==> config.mk <==
export PLATFORM = sky130hd
export DESIGN_NAME = regulator_i2c_slave
export DESIGN_NICKNAME = d
export VERILOG_FILES = /design/src/regulator_i2c_slave.v
export VERILOG_INCLUDE_DIRS = /design/src
export SDC_FILE = /design/constraint.sdc
export NUM_CORES = 1
export LEC_CHECK = 0
export ABC_CLOCK_PERIOD_IN_PS = 6300
export BUFFER_PORTS_ARGS = -buffer_cell sky130_fd_sc_hd__buf_2
export CAP_MARGIN = 0
export CORE_UTILIZATION = 38
export DETAILED_ROUTE_END_ITERATION = 10
export HOLD_SLACK_MARGIN = 0.02
export PLACE_DENSITY = 0.69
export SLEW_MARGIN = 10
export SYNTH_ARGS = -nofsm -noshare
export SYNTH_HDL_FRONTEND = slang
export SYNTH_SLANG_ARGS = --single-unit
==> constraint.sdc <==
create_clock -name clk -period 6.3 [get_ports clk]
set_input_delay 0 -clock clk [delete_from_list [all_inputs] [get_ports clk]]
set_output_delay 0 -clock clk [all_outputs]
set_load 0.02 [all_outputs]
==> src/regulator_i2c_regs.vh <==
`ifndef REGULATOR_I2C_REGS_VH
`define REGULATOR_I2C_REGS_VH

// -----------------------------------------------------------------------------
// Bus addressing
// -----------------------------------------------------------------------------
// Fixed 7-bit slave address.
`define SLAVE_ADDR 7'h60
// Upper five bits of a high-speed master code.
`define HS_CODE_TOP 5'h01

// -----------------------------------------------------------------------------
// Register bank layout
// -----------------------------------------------------------------------------
// Number of register indices reachable through the 3-bit index.
`define REG_COUNT 8
// Indices at or above this value are not implemented and read as zero.
`define REG_IMPL_COUNT 6
// Index of the protection status register.
`define STATUS_IDX 3'h5
// Bit position of the thermal early-warning flag in the status register.
`define STAT_WARN_BIT 0
// Bit position of the latched thermal-shutdown flag in the status register.
`define STAT_SHUT_BIT 1
// Reset value of every implemented storage register.
`define REG_DEFAULT 8'h00
// Value returned for unimplemented register indices.
`define REG_UNIMPL_VALUE 8'h00

`endif

==> src/regulator_i2c_slave.v <==
`timescale 1ns/100ps
`default_nettype none
`include "regulator_i2c_regs.vh"

module regulator_i2c_slave (
    input wire clk, // System clock, 20 MHz.
    input wire rstn, // Asynchronous reset, active low.
    input wire scl_in, // Bus clock pin level.
    input wire sda_in, // Bus data pin level.
    output reg sda_out_q, // Data pin drive value, always low.
    output reg sda_oe_n_q, // Data pin enable, low while pulling SDA low.
    input wire temp_warn_in, // High while die is above the warning level.
    input wire temp_hot_in, // High while die is above the shutdown level.
    input wire temp_cool_in, // High once die has cooled to the resume level.
    input wire analog_supply_input, // Analog supply lockout, high while below threshold.
    input wire logic_supply_uvlo_in, // Logic supply lockout, high while below threshold.
    output reg power_stage_en_q, // Power stage allowed to switch.
    output reg hs_mode_q, // High-speed settings active.
    output reg [8*`REG_COUNT-1:0] reg_bank_q // Register contents, index 0 lowest.
);

    // -------------------------------------------------------------------------
    // Protocol states
    // -------------------------------------------------------------------------
    localparam [3:0] ST_IDLE = 4'h0;
    localparam [3:0] ST_ADDR = 4'h1;
    localparam [3:0] ST_AACK = 4'h2;
    localparam [3:0] ST_RADDR = 4'h3;
    localparam [3:0] ST_RACK = 4'h4;
    localparam [3:0] ST_WDATA = 4'h5;
    localparam [3:0] ST_WACK = 4'h6;
    localparam [3:0] ST_RDATA = 4'h7;
    localparam [3:0] ST_MACK = 4'h8;
    localparam [3:0] ST_IGNORE = 4'h9;

    // Returns the byte seen by a read of the given index.
    function [7:0] read_byte;
        input [8*`REG_COUNT-1:0] bank;
        input [2:0] idx;
        begin
            if (idx >= `REG_IMPL_COUNT) begin
                read_byte = `REG_UNIMPL_VALUE;
            end else begin
                read_byte = bank[8*idx +: 8];
            end
        end
    endfunction

    // -------------------------------------------------------------------------
    // Input synchronisers
    // -------------------------------------------------------------------------
    reg [1:0] scl_sync_q;
    reg [1:0] sda_sync_q;
    reg scl_prev_q;
    reg sda_prev_q;
    reg [1:0] warn_sync_q;
    reg [1:0] hot_sync_q;
    reg [1:0] cool_sync_q;
    reg [1:0] auvlo_sync_q;
    reg [1:0] luvlo_sync_q;

    // Every pin passes two flip-flops; a third copy of SCL and SDA finds edges.
    always @(posedge clk or negedge rstn) begin
        if (!rstn) begin
            scl_sync_q <= 2'h3;
            sda_sync_q <= 2'h3;
            scl_prev_q <= 1'b1;
            sda_prev_q <= 1'b1;
            warn_sync_q <= 2'h0;
            hot_sync_q <= 2'h0;
            cool_sync_q <= 2'h0;
            auvlo_sync_q <= 2'h0;
            luvlo_sync_q <= 2'h0;
        end else begin
            scl_sync_q <= {scl_sync_q[0], scl_in};
            sda_sync_q <= {sda_sync_q[0], sda_in};
            scl_prev_q <= scl_sync_q[1];
            sda_prev_q <= sda_sync_q[1];
            warn_sync_q <= {warn_sync_q[0], temp_warn_in};
            hot_sync_q <= {hot_sync_q[0], temp_hot_in};
            cool_sync_q <= {cool_sync_q[0], temp_cool_in};
            auvlo_sync_q <= {auvlo_sync_q[0], analog_supply_input};
            luvlo_sync_q <= {luvlo_sync_q[0], logic_supply_uvlo_in};
        end
    end

    // -------------------------------------------------------------------------
    // Bus events
    // -------------------------------------------------------------------------
    wire scl_s = scl_sync_q[1];
    wire sda_s = sda_sync_q[1];
    wire scl_rise = scl_s & ~scl_prev_q;
    wire scl_fall = ~scl_s & scl_prev_q;
    wire start_det = scl_s & scl_prev_q & ~sda_s & sda_prev_q;
    wire stop_det = scl_s & scl_prev_q & sda_s & ~sda_prev_q;
    wire uvlo_any = auvlo_sync_q[1] | luvlo_sync_q[1];

    // -------------------------------------------------------------------------
    // Protocol engine
    // -------------------------------------------------------------------------
    reg [3:0] state_q;
    reg [3:0] cnt_q;
    reg [7:0] shift_q;
    reg [7:0] tx_q;
    reg [2:0] ptr_q;
    reg write_pulse_q;
    reg [7:0] wdata_q;
    reg [2:0] widx_q;

    // Bytes a read sends from the current and the next index.
    wire [7:0] rd_cur = read_byte(reg_bank_q, ptr_q);
    wire [7:0] rd_next = read_byte(reg_bank_q, ptr_q + 3'h1);

    // Start, stop and SCL edges drive the byte and acknowledge sequence.
    always @(posedge clk or negedge rstn) begin
        if (!rstn) begin
            state_q <= ST_IDLE;
            cnt_q <= 4'h0;
            shift_q <= 8'h00;
            tx_q <= 8'h00;
            ptr_q <= 3'h0;
            sda_out_q <= 1'b0;
            sda_oe_n_q <= 1'b1;
            hs_mode_q <= 1'b0;
            write_pulse_q <= 1'b0;
            wdata_q <= 8'h00;
            widx_q <= 3'h0;
        end else begin
            write_pulse_q <= 1'b0;
            sda_out_q <= 1'b0;
            if (luvlo_sync_q[1] | auvlo_sync_q[1]) begin
                state_q <= ST_IDLE;
                sda_oe_n_q <= 1'b1;
                hs_mode_q <= 1'b0;
                ptr_q <= 3'h0;
                cnt_q <= 4'h0;
            end else if (stop_det) begin
                state_q <= ST_IDLE;
                sda_oe_n_q <= 1'b1;
                hs_mode_q <= 1'b0;
            end else if (start_det) begin
                state_q <= ST_ADDR;
                sda_oe_n_q <= 1'b1;
                cnt_q <= 4'h0;
            end else if (scl_rise) begin
                // Data is sampled while SCL is high; the master keeps it stable.
                case (state_q)
                    ST_ADDR, ST_RADDR, ST_WDATA: begin
                        shift_q <= {shift_q[6:0], sda_s};
                        cnt_q <= cnt_q + 4'h1;
                    end
                    ST_RDATA: begin
                        cnt_q <= cnt_q + 4'h1;
                    end
                    ST_MACK: begin
                        if (sda_s) begin
                            state_q <= ST_IGNORE;
                        end
                    end
                    default: begin
                    end
                endcase
            end else if (scl_fall) begin
                case (state_q)
                    ST_ADDR: begin
                        if (cnt_q == 4'h8) begin
                            if (shift_q[7:1] == `SLAVE_ADDR) begin
                                sda_oe_n_q <= 1'b0;
                                state_q <= ST_AACK;
                                tx_q <= {7'h00, shift_q[0]};
                            end else if (shift_q[7:3] == `HS_CODE_TOP) begin
                                hs_mode_q <= 1'b1;
                                state_q <= ST_IGNORE;
                            end else begin
                                state_q <= ST_IGNORE;
                            end
                        end
                    end
                    ST_AACK: begin
                        cnt_q <= 4'h0;
                        if (tx_q[0]) begin
                            tx_q <= rd_cur;
                            sda_oe_n_q <= rd_cur[7];
                            state_q <= ST_RDATA;
                        end else begin
                            sda_oe_n_q <= 1'b1;
                            state_q <= ST_RADDR;
                        end
                    end
                    ST_RADDR: begin
                        if (cnt_q == 4'h8) begin
                            ptr_q <= shift_q[2:0];
                            sda_oe_n_q <= 1'b0;
                            state_q <= ST_RACK;
                        end
                    end
                    ST_WDATA: begin
                        if (cnt_q == 4'h8) begin
                            wdata_q <= shift_q;
                            sda_oe_n_q <= 1'b0;
                            state_q <= ST_WACK;
                        end
                    end
                    ST_RACK, ST_WACK: begin
                        if (state_q == ST_WACK) begin
                            write_pulse_q <= 1'b1;
                            widx_q <= ptr_q;
                            ptr_q <= ptr_q + 3'h1;
                        end
                        sda_oe_n_q <= 1'b1;
                        cnt_q <= 4'h0;
                        state_q <= ST_WDATA;
                    end
                    ST_RDATA: begin
                        if (cnt_q == 4'h8) begin
                            sda_oe_n_q <= 1'b1;
                            state_q <= ST_MACK;
                        end else begin
                            tx_q <= {tx_q[6:0], 1'b0};
                            sda_oe_n_q <= tx_q[6];
                        end
                    end
                    ST_MACK: begin
                        ptr_q <= ptr_q + 3'h1;
                        tx_q <= rd_next;
                        sda_oe_n_q <= rd_next[7];
                        cnt_q <= 4'h0;
                        state_q <= ST_RDATA;
                    end
                    default: begin
                        sda_oe_n_q <= 1'b1;
                    end
                endcase
            end
        end
    end

    // -------------------------------------------------------------------------
    // Thermal protection and register bank
    // -------------------------------------------------------------------------
    reg shutdown_q;
    wire wr_status = write_pulse_q & (widx_q == `STATUS_IDX);

    // Shutdown follows the hot and cool levels; power stage off when shut or locked out.
    always @(posedge clk or negedge rstn) begin
        if (!rstn) begin
            shutdown_q <= 1'b0;
            power_stage_en_q <= 1'b0;
        end else begin
            if (uvlo_any) begin
                shutdown_q <= 1'b0;
            end else if (hot_sync_q[1]) begin
                shutdown_q <= 1'b1;
            end else if (cool_sync_q[1]) begin
                shutdown_q <= 1'b0;
            end
            power_stage_en_q <= ~hot_sync_q[1] & ~(shutdown_q & ~cool_sync_q[1]) & ~uvlo_any;
        end
    end

    // Register writes, thermal flags and lockout defaults; shutdown leaves contents alone.
    integer i;
    always @(posedge clk or negedge rstn) begin
        if (!rstn) begin
            reg_bank_q <= {`REG_COUNT{`REG_DEFAULT}};
        end else if (uvlo_any) begin
            reg_bank_q <= {`REG_COUNT{`REG_DEFAULT}};
        end else begin
            for (i = 0; i < `REG_IMPL_COUNT; i = i + 1) begin
                if (write_pulse_q && widx_q == i[2:0] && i[2:0] != `STATUS_IDX) begin
                    reg_bank_q[8*i +: 8] <= wdata_q;
                end
            end
            reg_bank_q[8*`STATUS_IDX + `STAT_WARN_BIT] <= warn_sync_q[1];
            if (hot_sync_q[1]) begin
                reg_bank_q[8*`STATUS_IDX + `STAT_SHUT_BIT] <= 1'b1;
            end else if (wr_status && !wdata_q[`STAT_SHUT_BIT]) begin
                reg_bank_q[8*`STATUS_IDX + `STAT_SHUT_BIT] <= 1'b0;
            end
        end
    end

endmodule // regulator_i2c_slave
`default_nettype wire

# Yosys cells after proc, flatten, opt, wreduce, memory -nomap -nowiden
# Index checks and enable logic that the tools add are counted.
# W data, S select, Z words.
[classes]
add_sub_neg = 2
mul = 0
div_mod_pow = 0
magnitude_cmp = 2
eq_ne = 39
n_shift = 2
mux = 74
n_bitwise = 23
reduce_logical = 42
[ops]
columns = ["operator", "count"]
rows = [
  ["$shiftx A64 B7 Y8", 2],
  ["$mux W4", 19],
  ["$mux W8", 7],
  ["$mux W42", 1],
  ["$mux W1", 31],
  ["$mux W7", 4],
  ["$pmux W4 S7", 1],
  ["$pmux W7 S4", 1],
  ["$reduce_and A7 Y1", 4],
  ["$mux W3", 8],
  ["$ne A6 B6 Y1 const B", 4],
  ["$reduce_bool A4 Y1", 5],
  ["$reduce_bool A3 Y1", 6],
  ["$eq A4 B3 Y1 const B", 4],
  ["$reduce_bool A2 Y1", 6],
  ["$and A1 B1 Y1", 11],
  ["$not A1 Y1", 11],
  ["$ne A5 B1 Y1 const B", 2],
  ["$ne A5 B5 Y1 const B", 2],
  ["$reduce_and A10 Y1", 1],
  ["$reduce_and A5 Y1", 2],
  ["$reduce_bool A10 Y1", 1],
  ["$ne A3 B3 Y1 const B", 3],
  ["$pmux W3 S3", 1],
  ["29 further kinds", 47],
]
[word_totals]
regBits = 100
latch_bits = 0
ramBits = 0
romBits = 0
input_bits = 9
output_inout_bits = 68
word_cells = 213
memories = 0

# Depth between registers and ports, before layout
[logic_depth]
depth_word = 10
mapped_depth = 9

# Worst setup path after synthesis
# OpenSTA, ideal clock, no wires.
[synth_path]
path_kind = "flip-flop to flip-flop"
start = "register scl_prev_q"
end = "register wdata_q[0]"
setup_ns = 0.125
t_arrival_ns = 2.289
setup_slack_ns = 3.886
path_stages_with_launch = 10
synth_period_minus_slack_ns = 2.414
path_cell_list = "dfstp_2 > inv_1 > ha_1 > buf_2 > nand2b_4 > a211oi_2 > nand3_1 > or4b_1 > buf_6 > mux2_4"
[synth_between]
elab_chain_cells = 5
elab_cells_between_ends = 12
[synth_lines]
columns = ["item", "line_no", "source"]
rows = [
  ["start, declared", "regulator_i2c_slave.v:54", "reg scl_prev_q;"],
  ["start signal, assigned", "regulator_i2c_slave.v:77", "scl_prev_q <= scl_sync_q[1];"],
  ["$and A1 B1 Y1", "regulator_i2c_slave.v:94, regulator_i2c_slave.v:95", ""],
  ["$and A1 B1 Y1 (on tied branches) (2 in series)", "regulator_i2c_slave.v:95, regulator_i2c_slave.v:94", ""],
  ["$not A1 Y1 (no source line)", "--", ""],
  ["$reduce_and A7 Y1 (no source line) *", "--", ""],
  ["end signal, assigned", "regulator_i2c_slave.v:199", "wdata_q <= shift_q;"],
  ["end, declared", "regulator_i2c_slave.v:107", "reg [7:0] wdata_q;"],
]
# Mark *: on every way between the ends. The rest lies on a longest branch, timed or not.
# A chain may end at the register's enable or synchronous reset.

# Final worst setup path
[layout_path]
start = "register ptr_q[0]"
end = "register tx_q[4]"
[layout_between]
elab_chain_cells = 4
elab_cells_between_ends = 9
[layout_lines]
columns = ["item", "line_no", "source"]
rows = [
  ["start, declared", "regulator_i2c_slave.v:105", "reg [2:0] ptr_q;"],
  ["start signal, assigned", "regulator_i2c_slave.v:192", "ptr_q <= shift_q[2:0];"],
  ["start signal, assigned", "regulator_i2c_slave.v:208", "ptr_q <= ptr_q + 3'h1;"],
  ["start signal, assigned", "regulator_i2c_slave.v:224", "ptr_q <= ptr_q + 3'h1;"],
  ["$add A3 B1 Y3, or another cell as far along", "regulator_i2c_slave.v:112", "wire [7:0] rd_next = read_byte(reg_bank_q, ptr_q + 3'h1);"],
  ["$shiftx A64 B7 Y8, or another cell as far along", "regulator_i2c_slave.v:44", "read_byte = bank[8*idx +: 8];"],
  ["$mux W8 or $mux W7 (tied branches)", "regulator_i2c_slave.v:41, regulator_i2c_slave.v:181", ""],
  ["$pmux W7 S4 *", "regulator_i2c_slave.v:164", "case (state_q)"],
  ["end signal, assigned", "regulator_i2c_slave.v:170", "tx_q <= {7'h00, shift_q[0]};"],
  ["end signal, assigned", "regulator_i2c_slave.v:182", "tx_q <= rd_cur;"],
  ["end signal, assigned", "regulator_i2c_slave.v:219", "tx_q <= {tx_q[6:0], 1'b0};"],
  ["end, declared", "regulator_i2c_slave.v:104", "reg [7:0] tx_q;"],
]
# Mark *: on every way between the ends. The rest lies on a longest branch, timed or not. The select of a mux whose other input is x is not followed.

==> run_results.csv <==
group,metric,value,unit
outcome,outcome,"complete, no violations",
placement,routabilityCongestion,0.936,
finish,n_antenna_cell,0,
clock_tree,path_clk_slew,70,ps
placement,post_dp_cell_area,5730,um2
clock_tree,ctsHoldBuffers,8,
global_routing,antenna_found_initial,0,
yosys,synth_edf_count,0,
job,maxCapViolCount,0,
global_routing,grt_max_degree,73,
finish,drive_gt1_share,21.0,%
sta,grt_setup_unrepaired,"false",
clock_tree,cts_setup_buffers,0,
yosys,synth_top_family_by_area,"simple AND/OR/NAND/NOR gates",
setup_path,endpoint_kind,"flop",
yosys,avgSynthCellArea,10.2,um2
drt,detail_route.wl_per_cell,18.4,um
yosys,synth_compound_area_share,13.6,%
sta,min_period,3060,ps
floorplan,fp.dieH,122,um
drt,drcViolationCount,0,
yosys,async_reset_ff_share,100,%
drt,drt-vias-per-instance,5.77,
sta,setup_tns,0,ps
placement,dp_hpwl,9820,um
placement,io_buffers,53,
floorplan,io_pins,77,
sta,fin_crit_sh,48.6,%
yosys,synth_xor_area_share,0.803,%
sta,max_slew.worst_pin.slew,1160,ps
floorplan,dieArea,14800,um2
drt,drt-initial-drc-count,447,
finish,fin_nets,594,
yosys,synthTopCellsByCount,"dfrtp_1, nand2_1, a21oi_1",
sta,slew_headroom,22.5,%
finish,fillers,1292,
drt,dr.pass1.iters,5,
setup_path,crit_fanout,26,
drt,vias,4394,
pwr,ir_worst_vdd,0.000146,V
yosys,yosys-mux-area-fraction,14.0,%
yosys,yosysWarnings,0,
yosys,yosys.area.top_type,"dfrtp_1",
floorplan,core,13900,um2
drt,wl,14000,um
floorplan,row_count,43,
global_routing,grt_pass1_wl,22000,um
yosys,synthCells,537,
floorplan,start_util,39.1,%
setup_path,startpoint_type,"flop",
clock_tree,htreeDepth,3,
clock_tree,clock_latency,340,ps
sta,maxSlewViolCount,0,
clock_tree,cts.sinks,100,
global_routing,grt_remaining_overflow,0,
yosys,ys_ff_latch,100,
sta,fin_worst_skew,8.38,ps
pwr,power_leakage,2.68,nW
sta,finalSetupViolCount,0,
sta,fmax,0.326,GHz
floorplan,die_w,122,um
setup_path,cp_data_required_time,6560,ps
worst_hold_path,min_path_type,"primary input to async pin",
placement,dp.cells,738,
clock_tree,numCtsBuffers,9,
yosys,yosysSeqAreaShare,46.0,%
yosys,synthAdderAreaFrac,1.83,%
yosys,synthFlopType,"dfrtp_1",
clock_tree,tritoncts,"done",
global_routing,grt_usage,19.3,%
global_routing,grt_pass1_vias,4091,
setup_path,crit_type,"flop to flop",
sta,finalHoldViolCount,0,
clock_tree,cts.root.buffer_cell,"clkbuf_16",
pwr,p_per_area,210,nW/um2
finish,final_area,6110,um2
drt,final_antenna_net_count,0,
finish,finish.utilization,43.8,%
yosys,synthSimpleGateAreaFrac,16.9,%
yosys,synth_cell_type_count,65,
finish,stdcell_count,761,
finish,area_growth,11.9,%
yosys,yosysMostFrequentCell,"dfrtp_1",
clock_tree,cts_buffer_depth,2,
yosys,netlist_top_cells_area,"dfrtp_1, nand2_1, a21oi_1, mux2_2, mux4_2",
clock_tree,postCtsResizedCells,0,
setup_path,crit_arrival,3320,ps
yosys,yosysTopAreaCellShare,42.7,%
yosys,syn_area,5460,um2
[final timing paths]
check                                          startpoint                   endpoint  slack, ps  cells after the start
worst max-delay path                 ptr_q[0]$_DFFE_PN0P_        tx_q[4]$_DFFE_PN0P_       3240                      7
worst min-delay path                                 rstn  auvlo_sync_q[0]$_DFF_PN0_        110                      2
worst max register to register       ptr_q[0]$_DFFE_PN0P_        tx_q[4]$_DFFE_PN0P_       3240                      7
worst min register to register  luvlo_sync_q[0]$_DFF_PN0_  luvlo_sync_q[1]$_DFF_PN0_        350                      0
max in group asynchronous                            rstn        tx_q[5]$_DFFE_PN0P_       4960                      3
min in group clk                     logic_supply_uvlo_in  luvlo_sync_q[0]$_DFF_PN0_        300                      2
[layer usage]
metal | up-vias | part of all wire (%) | track usage, %
met3 | 39 | 8.0 | 2.72
li1 | 1953 | - | -
met2 | 250 | 47 | 29.4
met1 | 2152 | 42 | 27.0
met4 | 0 | 3.4 | 9.49
met5 | - | 0 | 0
[area by class of cell]
class                      count  area, um2  area share (%)
sequential                   100       2510            41.1
inverter                      16       60.1           0.984
clock inverter                 5       62.6            1.02
tap                          180        225            3.69
multi-input combinational    387       2660            43.5
timing repair buffer          63        363            5.94
clock buffer                  10        229            3.75
[metrics by stage]
stage / worst slack [ps] / total power (W) / hold WS, ps
after floorplan: 3890 / 0.000724 / -296
after global placement: 3400 / 0.000739 / -70.9
after detailed placement: 3250 / 0.000741 / -60.7
after CTS: 3240 / 0.00129 / 118
after global routing: 2960 / 0.00133 / 151
final: 3240 / 0.00128 / 114
[critical path, cell delays in order, from the launching register on]
cell and delay, ps:
dfrtp_1 1030, inv_1 280, ha_1 650, inv_1 190
nor4_4 420, a22o_1 200, a221oi_1 50, o2bb2ai_1 170
[report_power, final]
part	internal, W	leakage (nW)	switching, W
registers	0.000653	1.35	0.0000119
logic	0.0000197	1.19	0.0000483
clock network	0.000308	0.135	0.000242
[sequential cells by signal, summed over array words and instances, names as in the netlist, 3 cells and up]
signal and count:
reg_bank_q 42, shift_q 8, wdata_q 8, tx_q 7, cnt_q 4, state_q 4, ptr_q 3, widx_q 3
[placed cells by master, fill, tap and decap left out, drive strengths merged, types with 3 or more instances in the layout]
cell | synthesis | layout
a211oi | 5 | 5
a21oi | 52 | 52
a221oi | 7 | 7
a22o | 5 | 5
a31oi | 4 | 4
and2 | 3 | 3
and3 | 7 | 7
and3b | 5 | 5
buf | 29 | 55
clkbuf | 27 | 10
conb | 1 | 23
dfrtp | 93 | 93
dfstp | 7 | 7
dlygate4sd3 | 0 | 8
ha | 8 | 8
inv | 15 | 16
mux2 | 29 | 29
mux2i | 18 | 18
mux4 | 10 | 10
nand2 | 77 | 77
nand2b | 9 | 9
nand3 | 7 | 7
nand3b | 4 | 4
nor2 | 27 | 27
nor2b | 10 | 10
nor3 | 9 | 9
nor4 | 4 | 4
o21a | 3 | 3
o21ai | 11 | 11
o22ai | 8 | 8
o2bb2ai | 6 | 6
or4b | 3 | 3
xor2 | 3 | 3
[cells by family (layout without fill, tap and decap cells)]
group | count (synthesis) | after routing
AO/OA/AOI/OAI | 116 | 116
XOR/XNOR | 5 | 5
adder cells (fa/ha/maj) | 8 | 8
buffers and inverters | 72 | 94
flip-flops | 100 | 100
multiplexers | 57 | 57
other | 1 | 23
AND/OR/NAND/NOR | 178 | 178
(Power assumes the default switching activity.)
